--- src/design/srs_pkg.sv ---
// Package for the service-request status byte block
package srs_pkg;
	// ==========================================
	// Status byte bit positions
	localparam int BIT_MEAS_END = 0;
	localparam int BIT_SYNTAX   = 1;
	localparam int BIT_COMP     = 2;
	localparam int BIT_SMOOTH1  = 3;
	localparam int BIT_SMOOTH2  = 4;
	localparam int BIT_ZERO     = 5;
	localparam int BIT_RQS      = 6;
	localparam int BIT_CAL      = 7;
	localparam logic [7:0] STATUS_RESET = 8'h00;
	// Bits whose state feeds the summary bit
	localparam logic [7:0] SUMMARY_MASK = 8'h9F;

	// ==========================================
	// Event strobes from the instrument core
	typedef struct packed {
		logic meas_end;
		logic syntax_err;
		logic comp_hilo;
		logic smooth1_full;
		logic smooth2_full;
		logic cal_enter;
	} srs_set_t;

	// ==========================================
	// Clear strobes from the instrument core and bus interface
	typedef struct packed {
		logic dev_clear;
		logic cmd_clear;
		logic data_sent;
		logic setup_change;
		logic trigger;
		logic remote_cmd;
		logic comp_off;
		logic smooth_off;
		logic smooth_count_change;
		logic disp2_off;
		logic serial_poll;
		logic cal_cancel;
	} srs_clr_t;

	typedef enum logic {
		SRS_POLL_IDLE,
		SRS_POLL_ACTIVE
	} srs_poll_t;
endpackage : srs_pkg

--- src/design/srs_status.sv ---
// Service-request status byte and request line control
`timescale 1ns/10ps

// Function
// Power-on, device clear and clear commands wipe the whole byte.
// Measurement-end bit clears on data sent, setup change or trigger.
// Syntax-error bit clears at the next remote command.
// Comparator bit clears on comparator off or serial poll.
// First smoothing bit clears on smoothing off, poll, setup or count change.
// Second smoothing bit also clears when the second display turns off.
// Bit five is zero; summary bit clears when all other bits are zero.
// Calibration bit clears when calibration mode is cancelled.
// Measurement end sets byte 65, held until data is sent.
// Controller serial polls; device answers with the current byte.
// Undefined code requests service; held until next listener addressing.
// Simultaneous measurement end and syntax error give 67.
// Comparator HI or LO gives 69.
// First smoothing full gives 73.
// Second smoothing full sets its bit on dual-display parts.
// Entering calibration mode gives 193.
// Request-off mode never asserts requests; byte stays readable.
// Request line follows summary bit while requests are enabled.
module srs_status #(
	parameter bit DUAL_DISPLAY = 1'b1
) (
	// Clock and reset
	input  wire logic             clk_sys,
	input  wire logic             resetn,
	// Events and clears
	input  wire srs_pkg::srs_set_t ev_set,
	input  wire srs_pkg::srs_clr_t ev_clr,
	// Mode: high selects srq_off_mode, low srq_on_event_mode
	input  wire logic             srq_off_mode,
	// Serial poll
	input  wire logic             poll_req,
	output logic                  poll_valid,
	output logic [7:0]            poll_byte,
	// Request line and status
	output logic                  srq_out,
	output logic                  srq_oe,
	output logic [7:0]            status_byte
);

	// ==========================================
	// Elaboration check
	initial begin
		if (DUAL_DISPLAY !== 1'b0 && DUAL_DISPLAY !== 1'b1) begin
			$error("DUAL_DISPLAY must be 0 or 1");
		end
	end

	logic [7:0] next_status;
	logic       wipe;
	logic       poll_done;
	logic       poll_clear;
	logic       set_meas;
	srs_pkg::srs_poll_t poll_state;

	// Full wipe
	assign wipe = ev_clr.dev_clear | ev_clr.cmd_clear;
	// Poll completes at the byte delivery cycle
	assign poll_done = (poll_state == srs_pkg::SRS_POLL_ACTIVE);

	// ==========================================
	// Per-bit strobes
	// A poll seen by the bus interface clears like our own poll
	assign poll_clear = poll_done | ev_clr.serial_poll;
	// These requests report with the measurement-end bit set,
	// so each one alone on a clear byte gives 69, 73 or 193 rather than a bare bit
	assign set_meas = ev_set.meas_end | ev_set.comp_hilo | ev_set.smooth1_full |
	                  ev_set.cal_enter;

	// ==========================================
	// Next status byte; sets win over per-bit clears
	always_comb begin
		next_status = status_byte;
		// Measurement end clear
		if (ev_clr.data_sent | ev_clr.setup_change | ev_clr.trigger) begin
			next_status[srs_pkg::BIT_MEAS_END] = 1'b0;
		end
		// Syntax error clear
		if (ev_clr.remote_cmd) begin
			next_status[srs_pkg::BIT_SYNTAX] = 1'b0;
		end
		// Comparator clear
		if (ev_clr.comp_off | poll_clear) begin
			next_status[srs_pkg::BIT_COMP] = 1'b0;
		end
		// First smoothing clear
		if (ev_clr.smooth_off | poll_clear | ev_clr.setup_change |
		    ev_clr.smooth_count_change) begin
			next_status[srs_pkg::BIT_SMOOTH1] = 1'b0;
		end
		// Second smoothing clear
		if (ev_clr.disp2_off | ev_clr.smooth_off | poll_clear |
		    ev_clr.setup_change | ev_clr.smooth_count_change) begin
			next_status[srs_pkg::BIT_SMOOTH2] = 1'b0;
		end
		// Calibration clear
		if (ev_clr.cal_cancel) begin
			next_status[srs_pkg::BIT_CAL] = 1'b0;
		end
		// Measurement end, held until data is sent
		if (set_meas) begin
			next_status[srs_pkg::BIT_MEAS_END] = 1'b1;
		end
		// Syntax error
		if (ev_set.syntax_err) begin
			next_status[srs_pkg::BIT_SYNTAX] = 1'b1;
		end
		// Comparator HI or LO
		if (ev_set.comp_hilo) begin
			next_status[srs_pkg::BIT_COMP] = 1'b1;
		end
		// First smoothing full
		if (ev_set.smooth1_full) begin
			next_status[srs_pkg::BIT_SMOOTH1] = 1'b1;
		end
		// Second smoothing full, dual-display only
		if (ev_set.smooth2_full && DUAL_DISPLAY) begin
			next_status[srs_pkg::BIT_SMOOTH2] = 1'b1;
		end
		// Calibration entry
		if (ev_set.cal_enter) begin
			next_status[srs_pkg::BIT_CAL] = 1'b1;
		end
		// Fixed zero and summary bit
		next_status[srs_pkg::BIT_ZERO] = 1'b0;
		next_status[srs_pkg::BIT_RQS] = |(next_status & srs_pkg::SUMMARY_MASK);
	end

	// ==========================================
	// Status register
	always_ff @(posedge clk_sys) begin
		// Power-on and clear commands
		if (!resetn || wipe) begin
			status_byte <= srs_pkg::STATUS_RESET;
		end else begin
			status_byte <= next_status;
		end
	end

	// ==========================================
	// Serial poll: answer one cycle after the request
	always_ff @(posedge clk_sys) begin
		if (!resetn) begin
			poll_state <= srs_pkg::SRS_POLL_IDLE;
		end else begin
			case (poll_state)
				srs_pkg::SRS_POLL_IDLE: begin
					if (poll_req) begin
						poll_state <= srs_pkg::SRS_POLL_ACTIVE;
					end
				end
				srs_pkg::SRS_POLL_ACTIVE: begin
					poll_state <= srs_pkg::SRS_POLL_IDLE;
				end
				default: begin
					poll_state <= srs_pkg::SRS_POLL_IDLE;
				end
			endcase
		end
	end

	// Poll answer carries the current byte
	always_ff @(posedge clk_sys) begin
		if (!resetn) begin
			poll_valid <= 1'b0;
			poll_byte  <= srs_pkg::STATUS_RESET;
		end else begin
			poll_valid <= poll_req && (poll_state == srs_pkg::SRS_POLL_IDLE);
			if (poll_req && (poll_state == srs_pkg::SRS_POLL_IDLE)) begin
				poll_byte <= status_byte;
			end
		end
	end

	// ==========================================
	// Request line; open-drain so it is driven only when asserted
	always_ff @(posedge clk_sys) begin
		if (!resetn || wipe) begin
			srq_out <= 1'b0;
			srq_oe  <= 1'b0;
		end else begin
			// Enabled mode follows the summary bit
			srq_out <= 1'b0;
			srq_oe  <= next_status[srs_pkg::BIT_RQS] && !srq_off_mode;
		end
	end

	// ==========================================
	// Checks

	bit_five_a: assert property (@(posedge clk_sys) disable iff (!resetn)
		!status_byte[srs_pkg::BIT_ZERO])
		else $error("bit five set");

	summary_track_a: assert property (@(posedge clk_sys) disable iff (!resetn)
		status_byte[srs_pkg::BIT_RQS] == |(status_byte & srs_pkg::SUMMARY_MASK))
		else $error("summary bit wrong");

	wipe_clears_a: assert property (@(posedge clk_sys) disable iff (!resetn)
		wipe |=> status_byte == srs_pkg::STATUS_RESET && !srq_oe)
		else $error("wipe did not clear");

	meas_end_set_a: assert property (@(posedge clk_sys) disable iff (!resetn)
		(ev_set.meas_end && !wipe && status_byte == 8'h00 && ev_set[4:0] == 5'h00)
		|=> status_byte == 8'h41)
		else $error("measurement end not 65");

	meas_clear_a: assert property (@(posedge clk_sys) disable iff (!resetn)
		((ev_clr.data_sent || ev_clr.setup_change || ev_clr.trigger) && !set_meas)
		|=> !status_byte[srs_pkg::BIT_MEAS_END])
		else $error("measurement end not cleared");

	syntax_clear_a: assert property (@(posedge clk_sys) disable iff (!resetn)
		(ev_clr.remote_cmd && !ev_set.syntax_err)
		|=> !status_byte[srs_pkg::BIT_SYNTAX])
		else $error("syntax bit not cleared");

	syntax_hold_a: assert property (@(posedge clk_sys) disable iff (!resetn)
		(status_byte[srs_pkg::BIT_SYNTAX] && !wipe && !ev_clr.remote_cmd)
		|=> status_byte[srs_pkg::BIT_SYNTAX])
		else $error("syntax bit lost");

	comp_clear_a: assert property (@(posedge clk_sys) disable iff (!resetn)
		((ev_clr.comp_off || ev_clr.serial_poll) && !ev_set.comp_hilo)
		|=> !status_byte[srs_pkg::BIT_COMP])
		else $error("comparator bit not cleared");

	comp_set_a: assert property (@(posedge clk_sys) disable iff (!resetn)
		(!wipe && status_byte == 8'h00 && ev_set[4:0] == 5'h08)
		|=> status_byte == 8'h45)
		else $error("comparator not 69");

	smooth1_set_a: assert property (@(posedge clk_sys) disable iff (!resetn)
		(!wipe && status_byte == 8'h00 && ev_set[4:0] == 5'h04)
		|=> status_byte == 8'h49)
		else $error("smoothing full not 73");

	smooth1_clear_a: assert property (@(posedge clk_sys) disable iff (!resetn)
		((ev_clr.smooth_off || ev_clr.setup_change || ev_clr.smooth_count_change ||
		  poll_done) && !ev_set.smooth1_full)
		|=> !status_byte[srs_pkg::BIT_SMOOTH1])
		else $error("first smoothing bit not cleared");

	smooth2_set_a: assert property (@(posedge clk_sys) disable iff (!resetn)
		(ev_set.smooth2_full && DUAL_DISPLAY && !wipe)
		|=> status_byte[srs_pkg::BIT_SMOOTH2] && status_byte[srs_pkg::BIT_RQS])
		else $error("second smoothing bit not set");

	smooth2_clear_a: assert property (@(posedge clk_sys) disable iff (!resetn)
		((ev_clr.disp2_off || ev_clr.smooth_off || ev_clr.setup_change ||
		  ev_clr.smooth_count_change || poll_done) && !ev_set.smooth2_full)
		|=> !status_byte[srs_pkg::BIT_SMOOTH2])
		else $error("second smoothing bit not cleared");

	cal_clear_a: assert property (@(posedge clk_sys) disable iff (!resetn)
		(ev_clr.cal_cancel && !ev_set.cal_enter)
		|=> !status_byte[srs_pkg::BIT_CAL])
		else $error("calibration bit not cleared");

	cal_value_a: assert property (@(posedge clk_sys) disable iff (!resetn)
		(!wipe && status_byte == 8'h00 && ev_set[4:0] == 5'h01)
		|=> status_byte == 8'hC1)
		else $error("calibration not 193");
	both_set_a: assert property (@(posedge clk_sys) disable iff (!resetn)
		(ev_set.meas_end && ev_set.syntax_err && !wipe && status_byte == 8'h00 &&
		 ev_set[3:0] == 4'h0) |=> status_byte == 8'h43)
		else $error("combined not 67");

	cal_set_a: assert property (@(posedge clk_sys) disable iff (!resetn)
		(ev_set.cal_enter && !wipe) |=> status_byte[srs_pkg::BIT_CAL] &&
		status_byte[srs_pkg::BIT_RQS])
		else $error("calibration bit not set");

	meas_hold_a: assert property (@(posedge clk_sys) disable iff (!resetn)
		(status_byte[0] && !wipe && !ev_clr.data_sent && !ev_clr.setup_change &&
		 !ev_clr.trigger) |=> status_byte[0])
		else $error("measurement end lost");

	comp_poll_a: assert property (@(posedge clk_sys) disable iff (!resetn)
		(poll_done && !ev_set.comp_hilo) |=> !status_byte[srs_pkg::BIT_COMP])
		else $error("poll did not clear comparator");

	poll_answer_a: assert property (@(posedge clk_sys) disable iff (!resetn)
		(poll_req && poll_state == srs_pkg::SRS_POLL_IDLE) |=>
		poll_valid && poll_byte == $past(status_byte))
		else $error("poll answer wrong");

	poll_refuse_a: assert property (@(posedge clk_sys) disable iff (!resetn)
		(poll_state == srs_pkg::SRS_POLL_ACTIVE || !poll_req) |=> !poll_valid)
		else $error("poll answered twice");

	poll_keep_a: assert property (@(posedge clk_sys) disable iff (!resetn)
		!(poll_req && poll_state == srs_pkg::SRS_POLL_IDLE) |=> $stable(poll_byte))
		else $error("poll byte changed");

	srq_off_a: assert property (@(posedge clk_sys) disable iff (!resetn)
		srq_off_mode |=> !srq_oe)
		else $error("request in off mode");

	srq_data_a: assert property (@(posedge clk_sys) disable iff (!resetn)
		!srq_out)
		else $error("request data driven high");

	srq_follow_a: assert property (@(posedge clk_sys) disable iff (!resetn)
		(!srq_off_mode && !wipe) |=> srq_oe == status_byte[srs_pkg::BIT_RQS])
		else $error("request line mismatch");

endmodule : srs_status

--- config.mk ---
export PLATFORM = sky130hd
export DESIGN_NAME = srs_status
export DESIGN_NICKNAME = d
export VERILOG_FILES = /design/src/design/srs_pkg.sv /design/src/design/srs_status.sv
export SDC_FILE = /design/constraint.sdc
export NUM_CORES = 1
export LEC_CHECK = 0
export BUFFER_PORTS_ARGS = -buffer_cell sky130_fd_sc_hd__buf_4
export CAP_MARGIN = 10
export CORE_MARGIN = 4
export CORE_UTILIZATION = 37
export DETAILED_ROUTE_END_ITERATION = 16
export GPL_TIMING_DRIVEN = 0
export PLACE_DENSITY = 0.85
export SLEW_MARGIN = 15
export SYNTH_ARGS = -nofsm -noshare
export SYNTH_HDL_FRONTEND = slang
export SYNTH_SLANG_ARGS = --single-unit
--- constraint.sdc ---
create_clock -name clk_sys -period 1.3 [get_ports clk_sys]
set_input_delay 0.26 -clock clk_sys [delete_from_list [all_inputs] [get_ports clk_sys]]
set_output_delay 0.26 -clock clk_sys [all_outputs]
set_load 0.01 [all_outputs]
# Word-level counts from Yosys, hierarchy flattened
# Index checks and enable logic that the tools add are counted.
# op_classes
mux	14
bitwise_logic	16
reduce_logical	6
# op_table
op	count
1-bit OR	15
1-bit 2-to-1 mux	13
6-bit OR reduction	1
1-bit logical AND	2
1-bit zero test	2
1-bit one-hot mux with 2 select lines	1
1-bit logical OR	1
1-bit inverter	1
# totals
ff_bits	19
in_bits	22
out_inout_bits	19

# Depth between registers and ports, before layout
# depth
ltp_word	8
ltp_mapped	4
depth_no_buf	3

# Worst setup path after synthesis
# OpenSTA, ideal clock, no wires.
# synth_timing
kind	input port to flip-flop
start	input ev_set[0] (netlist name)
end	register srq_oe
setup_time_ns	0.135
arrival_time_ns	1.061
t_required_ns	1.165
slack_ns	0.103
cell_stages	3
n_path_buf	0
cell_sequence	or4_4 > nor4_2 > a311oi_1
# synth_via
elab_chain_cells	4
elab_cells_between_ends	5
classes_between	mux (2); bitwise (1); reduce/logical (2)
# synth_lines
element	line_no	rtl
start: declaration	srs_status.sv:30	input wire srs_pkg::srs_set_t ev_set,
1-bit OR	srs_status.sv:70	assign set_meas = ev_set.meas_end | ev_set.comp_hilo | ev_set.smooth1_full |
1-bit 2-to-1 mux	srs_status.sv:104	if (set_meas) begin
6-bit OR reduction (*)	srs_status.sv:129	next_status[srs_pkg::BIT_RQS] = |(next_status & srs_pkg::SUMMARY_MASK);
1-bit logical AND (*)	srs_status.sv:187	srq_oe <= next_status[srs_pkg::BIT_RQS] && !srq_off_mode;
end signal: assignment	srs_status.sv:187	
end: declaration	srs_status.sv:40	output logic srq_oe,
# Mark *: on every way between the ends. The rest lies on a longest branch, timed or not.
# A chain may end at the register's enable or synchronous reset.

# Worst setup path in the final report
# layout_timing
start	register poll_state, in the netlist poll_done
end	register srq_oe
# layout_via
elab_chain_cells	8
elab_cells_between_ends	16
classes_between	mux (6); bitwise (8); reduce/logical (2)
# layout_lines
element	line_no	rtl
start: declaration	srs_status.sv:57	srs_pkg::srs_poll_t poll_state;
start signal: assignment	srs_status.sv:147	poll_state <= srs_pkg::SRS_POLL_IDLE;
start signal: assignment	srs_status.sv:152	poll_state <= srs_pkg::SRS_POLL_ACTIVE;
start signal: assignment	srs_status.sv:156	poll_state <= srs_pkg::SRS_POLL_IDLE;
1-bit OR (*)	srs_status.sv:67	assign poll_clear = poll_done | ev_clr.serial_poll;
1-bit OR (on tied branches) (2 in a row)	srs_status.sv:90, srs_status.sv:95	
1-bit OR (on tied branches)	srs_status.sv:90, srs_status.sv:96	
1-bit 2-to-1 mux (on tied branches)	srs_status.sv:90, srs_status.sv:95	
1-bit 2-to-1 mux (on tied branches)	srs_status.sv:116, srs_status.sv:120	
6-bit OR reduction (*)	srs_status.sv:129	
1-bit logical AND (*)	srs_status.sv:187	
# Marks and branches as above.

==> metrics.txt <==
Post-Syn Area 678 µm²; CP max stage cell nor4b_2; register area share after synthesis 50.2%; WHS Endpoint srq_oe$_SDFF_PP0_; commonest non-fill, non-tap cells in the layout buf_4, dfxtp_1, nor2_1, nor2b_1, mux2i_1; Power, Total 0.962 mW; power share of the combinational group 15.0%; die width 50.8 µm; first-pass GRT wire length 2.50 mm; Clk network pwr share 28.4%; via count 598; P_sw 0.226 mW; dpl cells 131; Final Hold Fails 0; Mapped Avg Cell Area 10.1 µm²; worst r2r src poll_done$_SDFF_PP0_; clk sinks 17; CTS tree done; final worst path period need 1130 ps; vias per inst 4.43; CTS Root Cell clkbuf_4; synthesis-to-layout area growth 50.7%; residual DRC count 0; Hold Crit Start srq_off_mode; Post-Route WL 1.56 mm; R2R Path End srq_oe$_SDFF_PP0_; vias in the first global route 590; Hold Buf Count CTS 0; top cell family by delay on the critical path simple AND/OR/NAND/NOR gates; Post-CTS Resized 0; Bufs on Longest Clock Path 2; Initial DRT Pass Iterations 4; status finished, final reports clean; # rows 15; VDD IR max 473 µV; area of the core 1730 µm²; hold depth 2; Yosys warning total 0; ANT cells 0; # setup viols final 0; Net count, final 133; Worst Hold Class input pin to flip-flop; setup repair after global routing missed its margin false; fin cells 135; number of CTS-inserted buffers 3; flops & latches, synth 17; critical path cell sequence nor4b_2 -> nor4_2 -> a311oi_1; R2R setup slack 170 ps; max-slew violation count 0; Skew-Pair Late Insertion Delay 280 ps; DRT antenna net count 0; Syn Inst Count 67; htree depth 1; max_cap viols 0; share of power burned in registers 56.6%; WL/cell 11.6 µm; 1st-iter DRT viols 4; clock skew 5.94 ps; critical path type flip-flop to flip-flop; Required @ worst endpoint 1500 ps; initial cell density of the core 39.3%; Port Buffers 37; hold_ws 130 ps; Crit Path Max Fanout 3; layout cells sized above 1 44.5%; CP bufs+invs 0; crit path DAT 1330 ps; setup repair bufs after CTS 0; gr usage total 12.7%; CP startpoint kind flip-flop; Reg clk slew, reported paths 90 ps; crit path capture type flip-flop; count of cell types in the netlist 17; I/O pin count 41; Internal 0.735 mW; Critical Path Max Stage Delay 350 ps; largest net degree at the start of global routing 11; Power Density 941 nW/µm²; Max Fclk 883 MHz; total die area 2580 µm²; grt ovf 0; FILL cells 157; Pleak 0.473 nW; commonest non-fill, non-tap cell in the layout buf_4; die height 50.8 µm; number of antenna violations at the first check in global routing 0; crit share post-route 87.2%; Sw Share 23.5%; RD Place Congestion 0.858; R2R cell count 3; dpl hpwl 1.28 mm
## power groups by stage
| stage | sequential (mW) | clock (mW) | combinational (mW) |
|---|---|---|---|
| floorplan | 0.562 | 0 | 0.0539 |
| global placement | 0.556 | 0 | 0.143 |
| detailed placement | 0.556 | 0 | 0.145 |
| CTS | 0.544 | 0.278 | 0.146 |
| global route | 0.546 | 0.299 | 0.158 |
| finish | 0.544 | 0.273 | 0.144 |
## layout make-up
type / instances / area, µm² / share of cell area [%]
timing repair buffer: 37 / 278 / 27.2
clock buffer: 3 / 22.5 / 2.20
sequential: 17 / 340 / 33.3
tap: 25 / 31.3 / 3.06
clock inverter: 1 / 5.00 / 0.490
buffer: 4 / 27.5 / 2.69
multi-input combinational: 48 / 318 / 31.1
## cells by family (layout without fill, tap and decap cells)
| family | after synthesis | count (layout) | share of synthesized area [%] |
|---|---|---|---|
| muxes | 7 | 7 | 10.3 |
| and+or+nand+nor | 33 | 33 | 29.7 |
| AOI/OAI and AO/OA | 5 | 5 | 5.17 |
| other | 1 | 3 | 0.553 |
| buffers and inverters | 4 | 45 | 4.06 |
| DFF | 17 | 17 | 50.2 |
## worst max-delay path by stage
stage                              start           endpoint  slack, ps  depth (start not counted)
finish              poll_done$_SDFF_PP0_  srq_oe$_SDFF_PP0_        170                          3
global route        poll_done$_SDFF_PP0_  srq_oe$_SDFF_PP0_        100                          3
CTS                 poll_done$_SDFF_PP0_  srq_oe$_SDFF_PP0_        180                          3
detailed placement             ev_set[0]  srq_oe$_SDFF_PP0_        -90                          4
global placement               ev_set[0]  srq_oe$_SDFF_PP0_        -70                          4
floorplan                      ev_set[0]  srq_oe$_SDFF_PP0_        100                          3
## sequential cells by signal, indices dropped and copies added, names as in the netlist
signal and count:
poll_byte 7, status_byte 7, poll_done 1, poll_valid 1
srq_oe 1
## cell usage after synthesis
cell	number	area [µm²]
dfxtp_1	17	340
nor4_2	1	12.5
o211ai_1	1	7.51
and2_1	2	12.5
mux2i_1	7	70.1
nor4b_2	2	30.0
nor2_1	12	45.0
or4_1	1	7.51
a31oi_1	3	18.8
buf_4	3	22.5
conb_1	1	3.75
a311oi_1	1	8.76
or4_4	1	11.3
nand2_1	1	3.75
buf_2	1	5.00
nor2b_1	11	68.8
nor3_1	2	10.0
## worst register-to-register path, cell delays in order, from the launching register on
cell	delay, ps
dfxtp_1	340
nor4b_2	350
nor4_2	110
a311oi_1	260
## metrics by stage
step / utilization, % / cell area [µm²] / TNS, ps / worst slack (ps)
2_1_floorplan: - / 686 / 0 / 103
3_3_place_gp: 57.6 / 995 / -128 / -69.7
3_5_place_dp: 57.6 / 995 / -161 / -88.3
4_1_cts: 59.2 / 1020 / 0 / 175
5_1_grt: 59.2 / 1020 / 0 / 99.6
6_report: 59.2 / 1020 / 0 / 167
## routing by layer
layer	vias to the layer above	wire length, µm	track usage (%)
met5	-	0	0
met4	0	8	4.04
li1	309	-	-
met3	2	108	3.50
met2	25	777	24.1
met1	262	669	13.2
Note: power is estimated with default switching activity, not from simulation.
